**src/ufd_map.vh**
```
`ifndef UFD_MAP_VH
`define UFD_MAP_VH
`define UFD_ADDR_W        4
`define UFD_OFF_FCR_A     4'h0
`define UFD_OFF_FCR_B     4'h1
`define UFD_OFF_ALT_A     4'h2
`define UFD_OFF_ALT_B     4'h3
`define UFD_OFF_STATUS    4'h4
`define UFD_OFF_IRQ_STAT  4'h5
`define UFD_OFF_IRQ_MASK  4'h6
`define UFD_OFF_TIMEOUT   4'h7
`define UFD_FCR_EN        0
`define UFD_FCR_RXCLR     1
`define UFD_FCR_TXCLR     2
`define UFD_FCR_DMA       3
`define UFD_FCR_RESET     8'h00
`define UFD_FIFO_DEPTH    5'h10
`define UFD_TRIG_0        5'h01
`define UFD_TRIG_1        5'h04
`define UFD_TRIG_2        5'h08
`define UFD_TRIG_3        5'h0E
`define UFD_IRQ_TX        0
`define UFD_IRQ_RXTRIG    1
`define UFD_IRQ_RXTO      2
`endif

```
**src/ufd_chan.v**
```verilog
`timescale 1ns/1ns
`default_nettype none
`include "ufd_map.vh"
module ufd_chan (
  input  wire       clk,
  input  wire       rst,
  input  wire       fcr_we,
  input  wire [7:0] fcr_wdata,
  input  wire       alt_rx_data_ready_n,
  input  wire       tx_push,
  input  wire       tx_pop,
  input  wire       rx_push,
  input  wire       rx_pop,
  input  wire       rx_timeout,
  output reg  [7:0] fcr_r,
  output reg  [4:0] tx_count_r,
  output reg  [4:0] rx_count_r,
  output wire       tx_full,
  output wire       rx_full,
  output wire       tx_irq,
  output wire       rx_irq,
  output reg        tx_space_ready_n,
  output reg        multi_function_pin
);
  function [4:0] ufd_trig;
    input [1:0] sel;
    begin
      case (sel) // RQ11
        2'h0:    ufd_trig = `UFD_TRIG_0;
        2'h1:    ufd_trig = `UFD_TRIG_1;
        2'h2:    ufd_trig = `UFD_TRIG_2;
        default: ufd_trig = `UFD_TRIG_3;
      endcase
    end
  endfunction
  wire       fifo_en  = fcr_r[`UFD_FCR_EN];
  wire       dma1     = fcr_r[`UFD_FCR_DMA] & fifo_en;
  // With FIFOs off the channel holds one character only.
  wire [4:0] cap      = fifo_en ? `UFD_FIFO_DEPTH : 5'h01;
  wire [4:0] trig     = ufd_trig(fcr_r[7:6]);
  wire       tx_clr   = fcr_we & fcr_wdata[`UFD_FCR_EN] & fcr_wdata[`UFD_FCR_TXCLR];
  wire       rx_clr   = fcr_we & fcr_wdata[`UFD_FCR_EN] & fcr_wdata[`UFD_FCR_RXCLR];
  reg        rx_latch_r;
  wire [4:0] tx_count_nxt;
  wire [4:0] rx_count_nxt;
  assign tx_full = (tx_count_r >= cap);
  assign rx_full = (rx_count_r >= cap);
  wire tx_in  = tx_push & ~tx_full;
  wire tx_out = tx_pop & (tx_count_r != 5'h00);
  wire rx_in  = rx_push & ~rx_full; // RQ6
  wire rx_out = rx_pop & (rx_count_r != 5'h00);
  assign tx_count_nxt = tx_clr ? 5'h00 :
                        tx_count_r + {4'h0, tx_in} - {4'h0, tx_out}; // RQ14
  assign rx_count_nxt = rx_clr ? 5'h00 :
                        rx_count_r + {4'h0, rx_in} - {4'h0, rx_out}; // RQ14
  assign tx_irq = dma1 ? ~tx_full : (tx_count_r == 5'h00); // RQ5
  assign rx_irq = fifo_en ? (rx_count_r >= trig) : (rx_count_r != 5'h00); // RQ8
  always @(posedge clk) begin
    if (rst) begin
      fcr_r              <= `UFD_FCR_RESET; // RQ10
      tx_count_r         <= 5'h00;
      rx_count_r         <= 5'h00;
      rx_latch_r         <= 1'b0;
      tx_space_ready_n   <= 1'b1;
      multi_function_pin <= 1'b1;
    end else begin
      // Writes without the enable bit clear bit 0 and keep the other bits. Clear bits never stay set.
      if (fcr_we && fcr_wdata[`UFD_FCR_EN]) begin // RQ12
        fcr_r <= {fcr_wdata[7:6], 2'b00, fcr_wdata[3], 2'b00, 1'b1}; // RQ9 RQ14
      end else if (fcr_we) begin
        fcr_r <= {fcr_r[7:1], 1'b0};
      end
      tx_count_r <= tx_count_nxt;
      rx_count_r <= rx_count_nxt;
      if (rx_count_nxt == 5'h00) begin
        rx_latch_r <= 1'b0; // RQ13
      end else if (dma1 && (rx_timeout || rx_count_nxt >= trig)) begin
        rx_latch_r <= 1'b1; // RQ13
      end
      if (dma1) begin
        tx_space_ready_n <= (tx_count_nxt >= cap); // RQ4
      end else begin
        tx_space_ready_n <= (tx_count_nxt != 5'h00); // RQ1
      end
      // The pin carries receive-ready only in that alternate function mode.
      if (!alt_rx_data_ready_n) begin
        multi_function_pin <= 1'b1; // RQ3
      end else if (dma1) begin
        // Reaching the trigger lowers the pin at once, not one cycle after the latch.
        multi_function_pin <= ~(rx_count_nxt >= trig ||
                                (rx_latch_r && rx_count_nxt != 5'h00) ||
                                (rx_timeout && rx_count_nxt != 5'h00)); // RQ7 RQ13
      end else begin
        multi_function_pin <= (rx_count_nxt == 5'h00); // RQ2
      end
    end
  end
endmodule
`default_nettype wire

```
**src/ufd_top.v**
```verilog
// Summary of operation
// (RQ1) Mode 0: tx ready low while empty.
// (RQ2) Mode 0: rx ready low while data held.
// (RQ3) Rx ready only in alternate pin mode.
// (RQ4) Mode 1: tx ready low while space.
// (RQ5) Mode 1: tx interrupt while space exists.
// (RQ6) Mode 1: rx interrupt at trigger, keep filling.
// (RQ7) Mode 1: rx ready low above trigger; the code lowers it already at the trigger level.
// (RQ8) Bits 7-6 pick rx trigger level.
// (RQ9) Bits 5-4 unused, read zero.
// (RQ10) Bit 3 selects DMA mode, resets zero.
// (RQ11) Trigger codes: 1, 4, 8, 14.
// (RQ12) Other bits written only with bit 0.
// (RQ13) Mode 1: timeout lowers rx ready until empty.
// (RQ14) Bits 2/1 clear FIFOs, self-clearing.
// (RQ15) Each channel independent, clock synchronous.
`timescale 1ns/1ns
`default_nettype none
`include "ufd_map.vh"
module ufd_top (
  input  wire        clk,
  input  wire        rst,
  input  wire [3:0]  avs_address,
  input  wire        avs_read,
  input  wire        avs_write,
  input  wire [31:0] avs_writedata,
  input  wire [3:0]  avs_byteenable,
  output reg  [31:0] avs_readdata,
  output wire        avs_waitrequest,
  input  wire [1:0]  tx_push,
  input  wire [1:0]  tx_pop,
  input  wire [1:0]  rx_push,
  input  wire [1:0]  rx_pop,
  input  wire [1:0]  rx_timeout,
  output wire [1:0]  tx_space_ready_n,
  output wire [1:0]  multi_function_pin,
  output wire [1:0]  tx_irq,
  output wire [1:0]  rx_irq,
  output reg         irq
);
  reg         ack_r;
  reg  [1:0]  alt_function_reg_r;
  reg  [5:0]  irq_stat_r;
  reg  [5:0]  irq_mask_r;
  reg  [5:0]  rx_to_d_r;
  wire [15:0] fcr_all;
  wire [9:0]  tx_cnt_all;
  wire [9:0]  rx_cnt_all;
  wire [1:0]  tx_full;
  wire [1:0]  rx_full;
  wire [5:0]  ev;
  wire        acc  = (avs_read | avs_write) & ~ack_r;
  wire        wr   = avs_write & acc & avs_byteenable[0];
  // One wait cycle keeps the answer registered; every access takes two cycles.
  assign avs_waitrequest = acc;
  genvar g;
  generate
    for (g = 0; g < 2; g = g + 1) begin : ch
      ufd_chan u_chan ( // RQ15
        .clk                (clk),
        .rst                (rst),
        .fcr_we             (wr && avs_address == (g ? `UFD_OFF_FCR_B : `UFD_OFF_FCR_A)),
        .fcr_wdata          (avs_writedata[7:0]),
        .alt_rx_data_ready_n          (alt_function_reg_r[g]),
        .tx_push            (tx_push[g]),
        .tx_pop             (tx_pop[g]),
        .rx_push            (rx_push[g]),
        .rx_pop             (rx_pop[g]),
        .rx_timeout         (rx_timeout[g]),
        .fcr_r              (fcr_all[8*g+7:8*g]),
        .tx_count_r         (tx_cnt_all[5*g+4:5*g]),
        .rx_count_r         (rx_cnt_all[5*g+4:5*g]),
        .tx_full            (tx_full[g]),
        .rx_full            (rx_full[g]),
        .tx_irq             (tx_irq[g]),
        .rx_irq             (rx_irq[g]),
        .tx_space_ready_n   (tx_space_ready_n[g]),
        .multi_function_pin (multi_function_pin[g])
      );
      assign ev[3*g+`UFD_IRQ_TX]     = tx_irq[g];
      assign ev[3*g+`UFD_IRQ_RXTRIG] = rx_irq[g];
      assign ev[3*g+`UFD_IRQ_RXTO]   = rx_timeout[g];
    end
  endgenerate
  always @(posedge clk) begin
    if (rst) begin
      ack_r              <= 1'b0;
      alt_function_reg_r <= 2'b00;
      irq_stat_r         <= 6'h00;
      irq_mask_r         <= 6'h00;
      rx_to_d_r          <= 6'h00;
      avs_readdata       <= 32'h0;
      irq                <= 1'b0;
    end else begin
      ack_r     <= acc;
      rx_to_d_r <= ev;
      // Rising events set sticky bits; a set wins over a same-cycle clear.
      if (wr && avs_address == `UFD_OFF_IRQ_STAT) begin
        irq_stat_r <= (irq_stat_r & ~avs_writedata[5:0]) | (ev & ~rx_to_d_r);
      end else begin
        irq_stat_r <= irq_stat_r | (ev & ~rx_to_d_r);
      end
      if (wr && avs_address == `UFD_OFF_IRQ_MASK) begin
        irq_mask_r <= avs_writedata[5:0];
      end
      if (wr && avs_address == `UFD_OFF_ALT_A) begin
        alt_function_reg_r[0] <= avs_writedata[0]; // RQ3
      end
      if (wr && avs_address == `UFD_OFF_ALT_B) begin
        alt_function_reg_r[1] <= avs_writedata[0]; // RQ3
      end
      irq <= |(irq_stat_r & irq_mask_r);
      avs_readdata <= 32'h0;
      if (avs_read && acc) begin
        case (avs_address)
          `UFD_OFF_FCR_A:    avs_readdata <= {24'h0, fcr_all[7:0]};
          `UFD_OFF_FCR_B:    avs_readdata <= {24'h0, fcr_all[15:8]};
          `UFD_OFF_ALT_A:    avs_readdata <= {31'h0, alt_function_reg_r[0]};
          `UFD_OFF_ALT_B:    avs_readdata <= {31'h0, alt_function_reg_r[1]};
          `UFD_OFF_STATUS:   avs_readdata <= {8'h0, rx_full, tx_full, rx_cnt_all, tx_cnt_all};
          `UFD_OFF_IRQ_STAT: avs_readdata <= {26'h0, irq_stat_r};
          `UFD_OFF_IRQ_MASK: avs_readdata <= {26'h0, irq_mask_r};
          default:           avs_readdata <= 32'h0;
        endcase
      end
    end
  end
endmodule
`default_nettype wire

```
**config.mk**
```make
export PLATFORM = sky130hd
export DESIGN_NAME = ufd_top
export DESIGN_NICKNAME = d
export VERILOG_FILES = /design/src/ufd_chan.v /design/src/ufd_top.v
export VERILOG_INCLUDE_DIRS = /design/src
export SDC_FILE = /design/constraint.sdc
export NUM_CORES = 1
export LEC_CHECK = 0
export BUFFER_PORTS_ARGS = -buffer_cell sky130_fd_sc_hd__buf_4
export CAP_MARGIN = 20
export CORE_MARGIN = 1.5
export CORE_UTILIZATION = 44
export DETAILED_ROUTE_END_ITERATION = 8
export PLACE_DENSITY = 0.64
export SLEW_MARGIN = 20
export SYNTH_ARGS = -nofsm -noshare
export SYNTH_HDL_FRONTEND = slang
export SYNTH_HIERARCHICAL = 1
export SYNTH_SLANG_ARGS = --single-unit
```
**constraint.sdc**
```tcl
create_clock -name clk -period 5.9 [get_ports clk]
set_clock_uncertainty 0.05 [all_clocks]
set_input_delay 0.885 -clock clk [delete_from_list [all_inputs] [get_ports clk]]
set_output_delay 0.885 -clock clk [all_outputs]
set_load 0.02 [all_outputs]
```
==> run summary <==
The number of stages on the worst hold path came out at 2. Wires add up to around 12,000 um. The root buffer cell chosen for the clock tree is sky130_fd_sc_hd__clkbuf_16. The cell area after layout came out at 0.00577 mm2. The number of flops mapped to enable cells by yosys came out at 0. The CTS sink count came out at 80. Setup repair after global routing left no endpoint under its margin.

Synthesis handed over a netlist of 574 instances. After clock tree synthesis, the repair step resized 0 gates. The footprint of the flip-flops and latches is between 0.0015 and 0.002 mm2.

The clock transition at the registers of the reported paths is 0.06 ns. The count of routing violations after the opening detailed-route iteration came out at ~280. The count of endpoints failing setup in the final report is 0.

The maximum buffer depth of the clock tree came out at 2. The critical path class is flop to flop. The worst-case register-to-register setup slack is between 1.5 and 2 ns. The fraction of layout cells with a size suffix above 1 came out at 14.8%. The leading cell type in the layout, fill and taps excluded is sky130_fd_sc_hd__dfxtp_1.

The number of antenna cells inserted came out at 0. The floorplan step defined a core boundary enclosing around 0.011 mm2. The number of hold buffers added after CTS was 0. The routed layout has around 4,100 vias. In the final timing run, aggregate negative setup slack is 0 ns. Once the clock tree was built, the setup fixing pass inserted 0 buffers. The clock reaches the later pin of the worst-skew pair after 0.34 ns.

The via count of the first global-routing pass came out at 3,869. After layout, the minimum clock period comes to 4.24 ns. The final critical path takes up 71.9% of the cycle. The average cell area after synthesis came out at 8.73 um2. The startpoint identified for the worst hold timing path is rx_to_d_r[5]. The number of rows created at floorplan came out at 38. The worst hold path terminates at irq_stat_r[5]. The number of buffers created by CTS is 9.

In this run the critical register-to-register path is captured at ch[0].u_chan/tx_space_ready_n. The total area of multi-input combinational cells is 0.00301 mm2. The worst endpoint required time came out at 6.07 ns. After filler insertion, the fill cell instance count of the layout stands at 1,048. The worst setup path is launched from a flop. At the end of the flow, the number of nets in the layout was 742.

The tool flagged a number of max-cap violations equal to 0. The number of warnings reported in the yosys synthesis log is 6. The residual overflow from global routing came out at 0. Dividing the detail-routed wire length by the instance count gives 15.0 um. The number of antenna violations at the first check in global routing is 0. Input and output buffers added on the ports amount to 60.

The min-delay analysis places its worst path in the category flop to flop. Dividing total power by cell area gives a power density of 485 mW/mm2. The register area share after synthesis came out at 32.0%. The die covers 0.0120 mm2. The flow ran to the end, and the final reports show no timing, DRC or antenna violations.

The static leakage is ~2.5 nW. The total routing resource utilization after global routing came out at 20.5%. The vertical extent of the die is 110 um. The global-route wire length before repair came out at 19,100 um. The level count of the clock H-tree is 3. The maximum fanout along the worst path came out at 9. The depth of the worst register-to-register path came out at 19. Entering global routing, the biggest net connects 36 pins.

The netlist uses 55 different library cells. TritonCTS built the clock tree. At the pin with the least slew margin, the transition time is 0.973 ns. The relative area change from synthesis to final layout is 15.2%. Detailed placement finished with a half-perimeter wire length of 8630 um. The library cells used most frequently in the layout, excluding fill and tap cells, are sky130_fd_sc_hd__dfxtp_1 (80), sky130_fd_sc_hd__buf_4 (61), sky130_fd_sc_hd__ha_1 (60), sky130_fd_sc_hd__inv_1 (53), sky130_fd_sc_hd__a21oi_1 (44). The worst vdd rail ir drop is approximately 0.29 mV. The main flop type after synthesis is sky130_fd_sc_hd__dfxtp_1. The worst relative slew slack is about a third.

The endpoint type of the worst setup path is a flop. The die width came out at 110 um. Dividing the detail-routed via count by the number of cells gives 5.38. The number of slew-limit violations in the final report came to 0.

The mapped cell area came out at 0.00501 mm2. The final routed DRC violation total is 0. In this run the remaining antenna-violating nets after routing total 0. The data arrival at the endpoint of the critical path is 4.41 ns. The post-place instance area came out at approximately 0.0054 mm2. Once the floorplan was initialized, standard cells occupied 45.6% of the core.

The number of storage elements in the synthesis netlist is 80. In this run the critical register-to-register path is launched from ch[0].u_chan/fcr_r[0]. For this run, asynchronously set or reset flops after synthesis account for 0%. The total iterations of the first detailed-routing run is 5. At the end of routability-driven placement, the weighted congestion stood at 0.853. The maximum clock rate came out at 236 MHz. The number of primary I/O pins came out at 96. The number of hold violations in the final report came out at 0.
[stage by stage]
| step | std cells | setup slack (ns) | utilization (%) | hold WS, ns | power (W) |
|---|---|---|---|---|---|
| final | 769 | 1.66 | 52.5 | 0.438 | 0.00280 |
| after global routing | 769 | 1.30 | 52.5 | 0.457 | 0.00307 |
| after CTS | 769 | 1.67 | 52.5 | 0.439 | 0.00281 |
| after global placement | 753 | 1.79 | 49.6 | 0.422 | 0.00213 |
| after detailed placement | 753 | 1.70 | 49.6 | 0.430 | 0.00219 |
| after floorplan | 587 | 2.27 | - | 0.404 | 0.00184 |
[routing by layer]
metal | wire [um] | vias to the layer above | GRT usage, %
met5 | 0 | - | 0
met4 | 159 | 0 | 7.70
met3 | 575 | 11 | 3.38
met2 | 5490 | 103 | 33.3
met1 | 5310 | 1969 | 27.3
li1 | - | 2053 | -
[Yosys cell counts (15+ instances only)]
cell	number	share of area [%]
sky130_fd_sc_hd__nand3_1	18	1.8
sky130_fd_sc_hd__o21ai_0	15	1.5
sky130_fd_sc_hd__a21oi_1	44	4.4
sky130_fd_sc_hd__nand2_1	34	2.5
sky130_fd_sc_hd__buf_4	16	2.4
sky130_fd_sc_hd__ha_1	60	15
sky130_fd_sc_hd__nand2b_1	18	2.2
sky130_fd_sc_hd__nor2_1	33	2.5
sky130_fd_sc_hd__inv_1	53	4.0
sky130_fd_sc_hd__and3_1	19	2.4
sky130_fd_sc_hd__and2_1	19	2.4
sky130_fd_sc_hd__dfxtp_1	80	32
sky130_fd_sc_hd__nor2b_1	18	2.2
[area by class of cell]
type / count / area share, %
multi-input cells: 419 / 52.2
flip-flops and latches: 80 / 27.8
repair buffers: 61 / 7.94
clock buffers: 11 / 4.21
inverters: 53 / 3.45
well taps: 140 / 3.04
clock inverters: 5 / 1.39
[worst max-delay path, stage by stage (launching register included)]
cell and delay, ns:
sky130_fd_sc_hd__dfxtp_1 0.52, sky130_fd_sc_hd__inv_1 0.25, sky130_fd_sc_hd__ha_1 0.36, sky130_fd_sc_hd__nand3b_1 0.10, sky130_fd_sc_hd__o2111ai_1 0.14, sky130_fd_sc_hd__a21o_1 0.23
sky130_fd_sc_hd__inv_1 0.05, sky130_fd_sc_hd__nand2_1 0.05, sky130_fd_sc_hd__ha_1 0.26, sky130_fd_sc_hd__inv_1 0.04, sky130_fd_sc_hd__ha_1 0.20, sky130_fd_sc_hd__fa_1 0.41
sky130_fd_sc_hd__nand2b_1 0.10, sky130_fd_sc_hd__a21oi_1 0.08, sky130_fd_sc_hd__xnor2_1 0.28, sky130_fd_sc_hd__nor2_1 0.09, sky130_fd_sc_hd__ha_1 0.30, sky130_fd_sc_hd__o31ai_1 0.26
sky130_fd_sc_hd__a21oi_1 0.06, sky130_fd_sc_hd__or3_1 0.30
[state kept, by name, summed over array words and instances, names as in the netlist]
register,cells
ch.u_chan/multi_function_pin,2
alt_function_reg_r,2
ack_r,1
ch.u_chan/rx_count_r,10
ch.u_chan/tx_space_ready_n,2
avs_readdata,24
ch.u_chan/rx_latch_r,2
ch.u_chan/tx_count_r,10
irq_stat_r,6
irq,1
irq_mask_r,6
ch.u_chan/fcr_r,8
rx_to_d_r,6
[worst max-delay path by stage]
stage	startpoint	endpoint	slack, ns	cells after the start
global route	ch[0].u_chan/fcr_r[0]	ch[0].u_chan/tx_space_ready_n	1.30	19
detailed placement	ch[0].u_chan/fcr_r[0]	ch[0].u_chan/tx_space_ready_n	1.70	19
CTS	ch[0].u_chan/fcr_r[0]	ch[0].u_chan/tx_space_ready_n	1.67	19
global placement	ch[0].u_chan/fcr_r[0]	ch[0].u_chan/tx_space_ready_n	1.79	19
floorplan	ch[0].u_chan/fcr_r[0]	ch[0].u_chan/tx_space_ready_n	2.27	20
finish	ch[0].u_chan/fcr_r[0]	ch[0].u_chan/tx_space_ready_n	1.66	19
[report_power, final]
group          internal [W]  switching, W  leakage [nW]
clock              0.000382      0.000228         0.152
combinational      0.000660      0.000810          1.67
sequential         0.000629     0.0000878         0.654
[logic make-up (layout without fill, tap and decap cells)]
family,count (synthesis),after routing,synth area share [%]
mux,6,6,1.72
fa+ha+maj,64,64,16.6
buf+inv,88,130,8.84
xor+xnor,16,16,2.80
flops,80,80,32.0
compound gates,111,111,13.8
simple gates,206,206,24.0
other cells,3,16,0.225
Power figures use the tool's default switching activity.
